## config.mk

```make
export PLATFORM = sky130hd
export DESIGN_NAME = flash_pe_seq
export DESIGN_NICKNAME = d
export VERILOG_FILES = /design/src/logic/flash_pe_pkg.sv /design/src/logic/byte_fifo.sv /design/src/logic/flash_pe_seq.sv
export SDC_FILE = /design/constraint.sdc
export NUM_CORES = 1
export LEC_CHECK = 0
export ABC_CLOCK_PERIOD_IN_PS = 4700
export BUFFER_PORTS_ARGS = -buffer_cell sky130_fd_sc_hd__buf_4
export CAP_MARGIN = 0
export CORE_ASPECT_RATIO = 1.4
export CORE_UTILIZATION = 40
export CTS_CLUSTER_DIAMETER = 50
export CTS_CLUSTER_SIZE = 10
export DETAILED_ROUTE_END_ITERATION = 12
export GPL_ROUTABILITY_DRIVEN = 1
export PLACE_DENSITY_LB_ADDON = 0.3
export SETUP_SLACK_MARGIN = 0.05
export SLEW_MARGIN = 20
export SYNTH_ARGS = -nofsm -noshare
export SYNTH_HDL_FRONTEND = slang
export SYNTH_HIERARCHICAL = 1
export SYNTH_SLANG_ARGS = --single-unit
```

## constraint.sdc

```tcl
create_clock -name clk -period 4.7 [get_ports clk]
set_clock_uncertainty 0.1 [all_clocks]
set_input_delay 1.41 -clock clk [delete_from_list [all_inputs] [get_ports clk]]
set_output_delay 1.41 -clock clk [all_outputs]
set_load 0.005 [all_outputs]
```

## src/logic/flash_pe_pkg.sv

```systemverilog
// Shared constants and carrier types for the flash program/erase sequencer
`default_nettype none
package flash_pe_pkg;
  // Opcodes
  localparam logic [7:0] OP_WRITE_LATCH_SET_CMD_SET = 8'h06;
  localparam logic [7:0] OP_PAGE_WRITE = 8'h02;
  localparam logic [7:0] OP_QUAD_PAGE_WRITE = 8'h32;
  localparam logic [7:0] OP_WIPE_SECTOR = 8'h20;
  localparam logic [7:0] OP_WIPE_BLOCK32 = 8'h52;
  localparam logic [7:0] OP_WIPE_BLOCK64 = 8'hD8;
  localparam logic [7:0] OP_WIPE_ARRAY_A = 8'h60;
  localparam logic [7:0] OP_WIPE_ARRAY_B = 8'hC7;
  localparam logic [7:0] OP_STATUS_READ = 8'h05;
  // Status bit positions
  localparam int STAT_WIP_BIT = 0;
  localparam int STAT_WEL_BIT = 1;
  // Geometry
  localparam int ADDR_W = 24;
  localparam int PAGE_BYTES = 256;
  localparam int FIFO_DEPTH = 8;
  localparam int DATA_W = 8;
  // Timing in microseconds and clock rate
  localparam int CLK_MHZ = 125;
  localparam int PAGE_WRITE_TIME_US = 350;
  localparam int WIPE_SECTOR_TIME_US = 40000;
  localparam int WIPE_BLOCK_TIME_US = 150000;
  localparam int WIPE_ARRAY_TIME_US = 2500000;
  localparam longint PAGE_WRITE_CYC = longint'(PAGE_WRITE_TIME_US) * CLK_MHZ;
  localparam longint WIPE_SECTOR_CYC = longint'(WIPE_SECTOR_TIME_US) * CLK_MHZ;
  localparam longint WIPE_BLOCK_CYC = longint'(WIPE_BLOCK_TIME_US) * CLK_MHZ;
  localparam longint WIPE_ARRAY_CYC = longint'(WIPE_ARRAY_TIME_US) * CLK_MHZ;
  localparam int TIMER_W = 32;
  // Kind of self-timed job
  typedef enum logic [2:0] {JOB_PAGE, JOB_SECTOR, JOB_BLK32, JOB_BLK64, JOB_ARRAY} job_kind_t;
  // Byte handed to the array side
  typedef struct packed {
    logic [7:0] offset;
    logic [7:0] data;
  } page_byte_t;
  // Job handed to the array port
  typedef struct packed {
    job_kind_t kind;
    logic [ADDR_W-1:0] addr;
  } job_t;
endpackage
`default_nettype wire

```

## src/logic/byte_fifo.sv

```systemverilog
// Small valid/ready FIFO used in the program data path
`default_nettype none
module byte_fifo #(
  parameter int WIDTH = 16,
  parameter int DEPTH = 8
) (
  input wire logic clk,
  input wire logic rstn,
  input wire logic flush,
  input wire logic in_valid,
  output logic in_ready,
  input wire logic [WIDTH-1:0] in_data,
  output logic out_valid,
  input wire logic out_ready,
  output logic [WIDTH-1:0] out_data
);
  localparam int AW = $clog2(DEPTH);
  logic [WIDTH-1:0] mem [DEPTH];
  logic [AW-1:0] wr_q, rd_q;
  logic [AW:0] cnt_q;
  logic push, pop;

  // Honest flags from the occupancy count
  assign in_ready = (cnt_q != (AW+1)'(DEPTH));
  assign out_valid = (cnt_q != '0);
  assign out_data = mem[rd_q];
  assign push = in_valid && in_ready;
  assign pop = out_valid && out_ready;

  // Storage write
  always_ff @(posedge clk)
  begin
    if (push)
    begin
      mem[wr_q] <= in_data;
    end
  end

  // Pointers and count; flush drops everything
  always_ff @(posedge clk or negedge rstn)
  begin
    if (!rstn)
    begin
      wr_q <= '0;
      rd_q <= '0;
      cnt_q <= '0;
    end
    else if (flush)
    begin
      wr_q <= '0;
      rd_q <= '0;
      cnt_q <= '0;
    end
    else
    begin
      if (push)
      begin
        wr_q <= (wr_q == AW'(DEPTH-1)) ? '0 : wr_q + 1'b1;
      end
      if (pop)
      begin
        rd_q <= (rd_q == AW'(DEPTH-1)) ? '0 : rd_q + 1'b1;
      end
      cnt_q <= cnt_q + (AW+1)'(push) - (AW+1)'(pop);
    end
  end
endmodule
`default_nettype wire

```

## src/logic/flash_pe_seq.sv

```systemverilog
// Serial flash program and erase command sequencer
// What this block does
// - Data past the page end wraps to the page start.
// - Over 256 bytes: only the last 256 are programmed.
// - Under 256 bytes: only addressed bytes change, the rest untouched.
// - Program runs only if select rises right after a whole data byte.
// - Select rise starts page_write_time cycle with write_in_progress high.
// - Write enable latch clears before each self-timed cycle ends.
// - Status reads are served during a running program or erase.
// - Page program to a protected page is not executed.
// - Quad page write 32H uses four lines, only when quad permit set.
// - Sector erase 20H accepts any address inside the sector.
// - Erase runs only if select rises right after last address byte.
// - Sector erase runs wipe_sector_time with write_in_progress high.
// - Opcode 52H erases the 32KB block holding the address.
// - Opcode D8H erases the 64KB block holding the address.
// - Block erase runs wipe_block_time with write_in_progress high.
// - Erase aimed at a protected region is refused.
// - Array erase 60H or C7H needs select rise after the opcode.
// - Array erase runs wipe_array_time with write_in_progress high.
// - Array erase is ignored when any sector is protected.
// - Host bits are sampled on the rising serial clock edge.
// - Opcode 05H shifts out status bits 7 to 0.
`default_nettype none
module flash_pe_seq
  import flash_pe_pkg::*;
#(
  parameter longint PAGE_CYC = PAGE_WRITE_CYC,
  parameter longint SECTOR_CYC = WIPE_SECTOR_CYC,
  parameter longint BLOCK_CYC = WIPE_BLOCK_CYC,
  parameter longint ARRAY_CYC = WIPE_ARRAY_CYC
) (
  input wire logic clk,
  input wire logic rstn,
  input wire logic select_n,
  input wire logic serial_clk,
  input wire logic [3:0] quad_io_in,
  output logic [3:0] quad_io_out,
  output logic [3:0] quad_io_oe,
  input wire logic quad_mode_permit,
  input wire logic [4:0] protect_region_bits,
  input wire logic [ADDR_W-1:0] protect_lo,
  input wire logic [ADDR_W-1:0] protect_hi,
  output logic write_in_progress,
  output logic write_enable_latch,
  output logic [7:0] status_byte,
  output logic job_valid,
  output flash_pe_pkg::job_t job,
  output logic page_byte_valid,
  output flash_pe_pkg::page_byte_t page_byte,
  output logic [PAGE_BYTES-1:0] page_mask
);
  import flash_pe_pkg::*;

  typedef enum {ST_OPCODE, ST_ADDR, ST_DATA, ST_STATUS, ST_SKIP} phase_t;

  // Two flip-flop synchronisers for every pin input
  logic [2:0] sel_sync_q, sck_sync_q;
  logic [3:0] io_m_q, io_s_q;
  always_ff @(posedge clk or negedge rstn)
  begin
    if (!rstn)
    begin
      sel_sync_q <= 3'h7;
      sck_sync_q <= 3'h0;
      io_m_q <= 4'h0;
      io_s_q <= 4'h0;
    end
    else
    begin
      sel_sync_q <= {sel_sync_q[1:0], select_n};
      sck_sync_q <= {sck_sync_q[1:0], serial_clk};
      io_m_q <= quad_io_in;
      io_s_q <= io_m_q;
    end
  end

  logic sel_act, sck_rise, sck_fall, sel_rise;
  assign sel_act = !sel_sync_q[1];
  assign sck_rise = sck_sync_q[1] && !sck_sync_q[2] && sel_act;
  assign sck_fall = !sck_sync_q[1] && sck_sync_q[2] && sel_act;
  assign sel_rise = sel_sync_q[1] && !sel_sync_q[2];

  // True when an address range overlaps the protected window
  function automatic logic is_protected(input logic [ADDR_W-1:0] lo, input logic [ADDR_W-1:0] hi);
    is_protected = (protect_region_bits != 5'h00) && (hi >= protect_lo) && (lo <= protect_hi);
  endfunction

  phase_t phase_q;
  logic [7:0] opcode_q;
  logic [ADDR_W-1:0] addr_q;
  logic [7:0] shift_q;
  logic [5:0] bit_cnt_q;
  logic [1:0] addr_bytes_q;
  logic quad_q;
  logic [8:0] data_cnt_q;
  logic [7:0] wr_off_q;
  logic byte_done;
  logic [7:0] next_shift;
  logic [5:0] width;

  // Bits per edge: four in quad data/address, one otherwise
  assign width = (quad_q && phase_q != ST_OPCODE) ? 6'h04 : 6'h01;
  assign next_shift = (width == 6'h04) ? {shift_q[3:0], io_s_q} : {shift_q[6:0], io_s_q[0]};
  assign byte_done = sck_rise && ((bit_cnt_q + width) == 6'h08);

  logic fifo_in_ready, fifo_out_valid, fifo_pop;
  page_byte_t fifo_out;
  logic timer_busy;
  logic is_prog_op, is_erase_op, is_array_op;
  assign is_prog_op = (opcode_q == OP_PAGE_WRITE) ||
                      (opcode_q == OP_QUAD_PAGE_WRITE && quad_mode_permit);
  assign is_erase_op = (opcode_q == OP_WIPE_SECTOR) || (opcode_q == OP_WIPE_BLOCK32) ||
                       (opcode_q == OP_WIPE_BLOCK64);
  assign is_array_op = (opcode_q == OP_WIPE_ARRAY_A) || (opcode_q == OP_WIPE_ARRAY_B);

  // Command framing: opcode, address, then data or status shifting
  always_ff @(posedge clk or negedge rstn)
  begin
    if (!rstn)
    begin
      phase_q <= ST_OPCODE;
      opcode_q <= 8'h00;
      addr_q <= '0;
      shift_q <= 8'h00;
      bit_cnt_q <= 6'h00;
      addr_bytes_q <= 2'h0;
      quad_q <= 1'b0;
      data_cnt_q <= 9'h000;
      wr_off_q <= 8'h00;
    end
    else if (!sel_act)
    begin
      phase_q <= ST_OPCODE;
      bit_cnt_q <= 6'h00;
      addr_bytes_q <= 2'h0;
      quad_q <= 1'b0;
    end
    else if (sck_rise)
    begin
      shift_q <= next_shift;
      bit_cnt_q <= byte_done ? 6'h00 : bit_cnt_q + width;
      if (byte_done)
      begin
        case (phase_q)
          ST_OPCODE:
          begin
            opcode_q <= next_shift;
            data_cnt_q <= 9'h000;
            quad_q <= (next_shift == OP_QUAD_PAGE_WRITE) && quad_mode_permit;
            if (next_shift == OP_STATUS_READ)
            begin
              phase_q <= ST_STATUS;
            end
            else if (!timer_busy && (next_shift == OP_PAGE_WRITE ||
                     (next_shift == OP_QUAD_PAGE_WRITE && quad_mode_permit) ||
                     next_shift == OP_WIPE_SECTOR || next_shift == OP_WIPE_BLOCK32 ||
                     next_shift == OP_WIPE_BLOCK64))
            begin
              phase_q <= ST_ADDR;
            end
            else
            begin
              phase_q <= ST_SKIP;
            end
          end
          ST_ADDR:
          begin
            addr_q <= {addr_q[15:0], next_shift};
            addr_bytes_q <= addr_bytes_q + 2'h1;
            if (addr_bytes_q == 2'h2)
            begin
              phase_q <= ST_DATA;
              wr_off_q <= next_shift;
            end
          end
          ST_DATA:
          begin
            wr_off_q <= wr_off_q + 8'h01;
            if (data_cnt_q != 9'h1FF)
            begin
              data_cnt_q <= data_cnt_q + 9'h001;
            end
          end
          // A byte after an opcode-only command voids it
          ST_SKIP:
          begin
            opcode_q <= 8'h00;
          end
          default:
          begin
            phase_q <= phase_q;
          end
        endcase
      end
    end
  end

  // Status byte presented on the output line
  logic [7:0] stat_q;
  logic [2:0] stat_bit_q;
  assign stat_q = {6'h00, write_enable_latch, write_in_progress};
  always_ff @(posedge clk or negedge rstn)
  begin
    if (!rstn)
    begin
      quad_io_out <= 4'h0;
      quad_io_oe <= 4'h0;
      stat_bit_q <= 3'h7;
      status_byte <= 8'h00;
    end
    else
    begin
      status_byte <= stat_q;
      if (phase_q != ST_STATUS)
      begin
        quad_io_oe <= 4'h0;
        stat_bit_q <= 3'h7;
      end
      else if (sck_fall)
      begin
        quad_io_oe <= 4'h2;
        quad_io_out <= {2'h0, stat_q[stat_bit_q], 1'b0};
        stat_bit_q <= stat_bit_q - 3'h1;
      end
    end
  end

  // Data bytes queue through the FIFO into the page buffer
  logic data_push;
  page_byte_t data_in;
  assign data_push = byte_done && phase_q == ST_DATA;
  assign data_in = '{offset: wr_off_q, data: next_shift};
  byte_fifo #(.WIDTH(16), .DEPTH(FIFO_DEPTH)) u_fifo (
    .clk(clk),
    .rstn(rstn),
    .flush(sel_act && phase_q == ST_OPCODE),
    .in_valid(data_push),
    .in_ready(fifo_in_ready),
    .in_data(data_in),
    .out_valid(fifo_out_valid),
    .out_ready(1'b1),
    .out_data(fifo_out)
  );
  assign fifo_pop = fifo_out_valid;

  // Page buffer: last byte per offset wins, mask marks touched bytes
  logic [7:0] page_mem [PAGE_BYTES];
  logic [PAGE_BYTES-1:0] mask_q;
  always_ff @(posedge clk)
  begin
    if (fifo_pop)
    begin
      page_mem[fifo_out.offset] <= fifo_out.data;
    end
  end
  always_ff @(posedge clk or negedge rstn)
  begin
    if (!rstn)
    begin
      mask_q <= '0;
    end
    else if (sel_act && phase_q == ST_OPCODE)
    begin
      mask_q <= '0;
    end
    else if (fifo_pop)
    begin
      mask_q[fifo_out.offset] <= 1'b1;
    end
  end

  // Decide at select rise whether the framed command runs
  logic go_prog, go_erase, go_array;
  logic [ADDR_W-1:0] lo_a, hi_a;
  always_comb
  begin
    lo_a = addr_q;
    hi_a = addr_q;
    case (opcode_q)
      OP_WIPE_SECTOR: begin lo_a = {addr_q[23:12], 12'h000}; hi_a = {addr_q[23:12], 12'hFFF}; end
      OP_WIPE_BLOCK32: begin lo_a = {addr_q[23:15], 15'h0000}; hi_a = {addr_q[23:15], 15'h7FFF}; end
      OP_WIPE_BLOCK64: begin lo_a = {addr_q[23:16], 16'h0000}; hi_a = {addr_q[23:16], 16'hFFFF}; end
      default: begin lo_a = {addr_q[23:8], 8'h00}; hi_a = {addr_q[23:8], 8'hFF}; end
    endcase
  end
  assign go_prog = sel_rise && write_enable_latch && !timer_busy && is_prog_op &&
                   phase_q == ST_DATA && bit_cnt_q == 6'h00 && data_cnt_q != 9'h000 &&
                   !is_protected(lo_a, hi_a);
  assign go_erase = sel_rise && write_enable_latch && !timer_busy && is_erase_op &&
                    phase_q == ST_DATA && data_cnt_q == 9'h000 && bit_cnt_q == 6'h00 &&
                    !is_protected(lo_a, hi_a);
  assign go_array = sel_rise && write_enable_latch && !timer_busy && is_array_op &&
                    phase_q == ST_SKIP && bit_cnt_q == 6'h00 &&
                    protect_region_bits == 5'h00;

  // Self-timed cycle counter and status latches
  logic [TIMER_W-1:0] timer_q;
  assign timer_busy = write_in_progress;
  always_ff @(posedge clk or negedge rstn)
  begin
    if (!rstn)
    begin
      timer_q <= '0;
      write_in_progress <= 1'b0;
      write_enable_latch <= 1'b0;
      job_valid <= 1'b0;
      job <= '0;
      page_mask <= '0;
    end
    else
    begin
      job_valid <= 1'b0;
      if (go_prog)
      begin
        timer_q <= TIMER_W'(PAGE_CYC - 1);
        write_in_progress <= 1'b1;
        job_valid <= 1'b1;
        job <= '{kind: JOB_PAGE, addr: {addr_q[23:8], 8'h00}};
        page_mask <= mask_q;
      end
      else if (go_erase)
      begin
        timer_q <= (opcode_q == OP_WIPE_SECTOR) ? TIMER_W'(SECTOR_CYC - 1) :
                   TIMER_W'(BLOCK_CYC - 1);
        write_in_progress <= 1'b1;
        job_valid <= 1'b1;
        job <= '{kind: (opcode_q == OP_WIPE_SECTOR) ? JOB_SECTOR :
                 (opcode_q == OP_WIPE_BLOCK32) ? JOB_BLK32 : JOB_BLK64, addr: lo_a};
      end
      else if (go_array)
      begin
        timer_q <= TIMER_W'(ARRAY_CYC - 1);
        write_in_progress <= 1'b1;
        job_valid <= 1'b1;
        job <= '{kind: JOB_ARRAY, addr: '0};
      end
      else if (write_in_progress)
      begin
        if (timer_q == '0)
        begin
          write_in_progress <= 1'b0;
        end
        else
        begin
          timer_q <= timer_q - 1'b1;
        end
        if (timer_q == TIMER_W'(1))
        begin
          write_enable_latch <= 1'b0;
        end
      end
      if (sel_rise && phase_q == ST_SKIP && bit_cnt_q == 6'h00 && opcode_q == OP_WRITE_LATCH_SET_CMD_SET &&
          !write_in_progress)
      begin
        write_enable_latch <= 1'b1;
      end
    end
  end

  // Page byte stream to the array port
  always_ff @(posedge clk or negedge rstn)
  begin
    if (!rstn)
    begin
      page_byte_valid <= 1'b0;
      page_byte <= '0;
    end
    else
    begin
      page_byte_valid <= fifo_pop;
      page_byte <= fifo_out;
    end
  end

  // Busy flag and latch agree with the timer; quad mode and array erase obey permit and protection
  wip_hold_a: assert property (@(posedge clk) disable iff (!rstn)
    go_prog |=> write_in_progress [*8]) else $error("busy dropped early");
  wel_gate_a: assert property (@(posedge clk) disable iff (!rstn)
    (sel_rise && !write_enable_latch) |=> !job_valid) else $error("job without latch");
  wel_clear_a: assert property (@(posedge clk) disable iff (!rstn)
    $fell(write_in_progress) |-> !write_enable_latch) else $error("latch set at end");
  quad_gate_a: assert property (@(posedge clk) disable iff (!rstn)
    (quad_q) |-> quad_mode_permit || $past(quad_mode_permit)) else $error("quad w/o permit");
  array_prot_a: assert property (@(posedge clk) disable iff (!rstn)
    go_array |-> protect_region_bits == 5'h00) else $error("array erase protected");
  job_start_a: assert property (@(posedge clk) disable iff (!rstn)
    (go_prog || go_erase || go_array) |=> job_valid && write_in_progress) else $error("no job");
endmodule
`default_nettype wire

```

==> metrics.yaml <==
syn_area_per_cell_um2: 12.6
nNetsFinal: 3162
vias: 22414
clk_latency_ps: 660
remaining_drc_errors: 0
synth_area_leaders: "dfrtp_1, edfxtp_1, mux2_2, a21oi_1, nor2_1"
critPathRequiredTime_ps: 5120
fin_hold_ws_ps: 236
cts_tree: "yes"
antennaDiodeCount: 0
synth_seq_cells: 810
yosys.area_share.adder: 0.0208
cts_hold_buf: 0
r2r_start: "opcode_q[7]$_DFFE_PN0P_"
slew_violations: 0
yosysWarnings: 6
setup_violations: 0
hold_viol: 0
coreArea_mm2: 0.0808
peakVddDrop_v: 0.000301
synth_top_area_cell: "dfrtp_1"
path_clk_slew_ps: 50
cts_buffers: 95
ys_seq_area_frac: 0.638
power_density_mw_per_mm2: 392
cp_max_fo: 34
grt-ovfl-total: 0
p_leak_nw: 19.0
drt_first_pass_iters: 5
portBuffers: 360
grt_use_total: 0.212
cp_top_family: "simple AND/OR/NAND/NOR gates"
synthArstFlopShare: 0.842
final_cell_area_mm2: 0.0401
synth-simple-area-share: 0.100
synth.top_cell.area_share: 0.516
final_cell_mix: "dfrtp_1, buf_4, nor2_1"
drtAntennaViolNets: 0
design.die.area_mm2: 0.0831
cp_slowest_cell: "or3b_2"
place_congestion: 0.866
root_buffer: "clkbuf_16"
rows: 123
startpoint: "opcode_q[7]$_DFFE_PN0P_"
min_from: "sck_sync_q[0]$_DFF_PN0_"
synthCells: 2609
layout_commonest_cell: "dfrtp_1"
path_buf_inv: 3
fin_crit_ps: 4330
worst_setup_path_end_kind: "flop"
ioPinCount: 381
clockBufferDepth: 3
grt_pass1_vias: 22943
ctsHtreeMaxLevel: 3
fmax_mhz: 231
die_w_um: 244
drt_iter0_markers: 1541
initial_utilization: 0.406
wirelength_um: 88300
hold_path_class: "flop to flop"
path_class: "flop to flop"
cts.repair.resized: 0
synth-edff-count: 128
worstPathArrival_ps: 4750
wire_per_inst_um: 21.3
synthXorXnorAreaFrac: 0.00668
cts.sinks: 810
grt_first_pass_wirelength_um: 137000
maxSlewHeadroom: 0.327
max_cap_violations: 0
dpl_worst_slack_ps: 275
cp-start-kind: "flop"
status: "complete, no violations"
rsz0062_at_grt: "false"
fin_setup_tns_ps: 0
synthMuxAreaShare: 0.121
cts_setup_buffers: 0
ys_types: 79
synth_top_flop_cell: "dfrtp_1"
grt_antenna_before_repair: 0
crit_path_max_incr_delay_ps: 490
grt_max_degree: 197
setup_slack_ps: 369
place_hpwl_um: 59400
synth_top_family_by_area: "multiplexers"
placed_cell_area_mm2: 0.0374
syn_to_final_growth_pct: 22.4
r2r_slack_ps: 370
finalCritPeriodShare: 0.922
layout-drive-gt1-share: 0.302
crit_chain: "or3b_2 > a211o_1 > and2_0 > nand2b_1 > ha_1 > o21ai_0 > a21oi_1 > nor3_2 > o221ai_1 > buf_4 > a21oi_4 > buf_12 > buf_12 > mux2_2"
chipHeight_um: 341
worst_pin_slew_ps: 1010
via_per_inst: 5.41
synth_compound_area_frac: 0.0798
synth_area_mm2: 0.0328
cp_common_cell: "buf_12"
-- metrics by stage --
stage / instances / power (mW) / utilization
floorplan: 2631 / 8.32 / -
global placement: 4011 / 9.20 / 0.462
detailed placement: 4011 / 9.24 / 0.462
CTS: 4145 / 15.9 / 0.496
global route: 4145 / 16.3 / 0.496
finish: 4145 / 15.7 / 0.496
-- kinds of logic (layout without fill, tap and decap cells) --
group | after synthesis | count (layout)
flip-flops | 810 | 810
AND/OR/NAND/NOR | 728 | 728
AO/OA/AOI/OAI | 452 | 452
multiplexers | 314 | 314
buffers and inverters | 224 | 676
adder cells (fa/ha/maj) | 54 | 54
XOR/XNOR | 25 | 25
other | 2 | 24
-- Yosys cell counts (15+ instances only) --
cell	number
dfrtp_1	676
a21oi_1	305
o21ai_0	56
buf_4	45
and3_1	15
edfxtp_1	128
ha_1	53
mux2_2	273
nor2_1	361
nand2_1	143
nand3_1	47
nand4_1	18
mux4_1	23
xnor2_1	17
buf_2	19
clkbuf_1	84
inv_1	64
nand2b_1	21
nor3_1	45
-- power breakdown --
part           switching [mW]  total (mW)  internal [mW]  leakage [nW]
clock network            2.82        6.65           3.83          1.33
registers              0.0916        7.37           7.28          10.5
logic                    1.19        1.72          0.525          7.14
total                    4.11        15.7           11.6          19.0
-- routing by layer --
| metal | share of wire | GRT usage | up-vias |
|---|---|---|---|
| met2 | 0.51 | 0.367 | 773 |
| met5 | 0 | 0 | - |
| met3 | 0.051 | 0.0304 | 158 |
| met4 | 0.029 | 0.0767 | 0 |
| li1 | - | - | 9997 |
| met1 | 0.41 | 0.271 | 11486 |
-- worst reg2reg max path, stage by stage, from the launching register on --
cell	delay, ps
dfrtp_1	440
or3b_2	490
a211o_1	420
and2_0	350
nand2b_1	150
ha_1	250
o21ai_0	150
a21oi_1	70
nor3_2	260
o221ai_1	180
buf_4	190
a21oi_4	280
buf_12	230
buf_12	250
mux2_2	380
-- registers in the layout, indices dropped and copies added (netlist names), 3 cells and up --
| register | flops |
|---|---|
| u_fifo/rd_q | 3 |
| data_cnt_q | 9 |
| opcode_q | 8 |
| u_fifo/mem | 128 |
| stat_bit_q | 3 |
| wr_off_q | 8 |
| page_mask | 256 |
| sck_sync_q | 3 |
| addr_q | 24 |
| u_fifo/wr_q | 3 |
| u_fifo/cnt_q | 4 |
| sel_sync_q | 3 |
| timer_q | 32 |
| page_byte | 16 |
| io_m_q | 4 |
| shift_q | 7 |
| mask_q | 256 |
| job | 19 |
| bit_cnt_q | 6 |
| io_s_q | 4 |
| phase_q | 3 |
-- final cells by class --
cell class                      instances  area, µm²
Clock buffer                          120       2530
Clock inverter                         14        213
Fill cell                            7068      40700
Inverter                               64        240
Multi-Input combinational cell       1597      11000
Sequential cell                       810      20900
Tap cell                             1062       1330
Timing Repair Buffer                  478       3900
-- final timing paths --
kind	cells past startpoint	endpoint
worst min register to register	0	sck_sync_q[1]$_DFF_PN0_
worst max register to register	14	page_mask[226]$_DFFE_PN0P_
worst min-delay path	0	sck_sync_q[1]$_DFF_PN0_
max in group asynchronous	2	addr_q[14]$_DFFE_PN0P_
min in group asynchronous	1	mask_q[236]$_DFFE_PN0P_
worst max-delay path	14	page_mask[226]$_DFFE_PN0P_
Power figures use the tool's default switching activity.
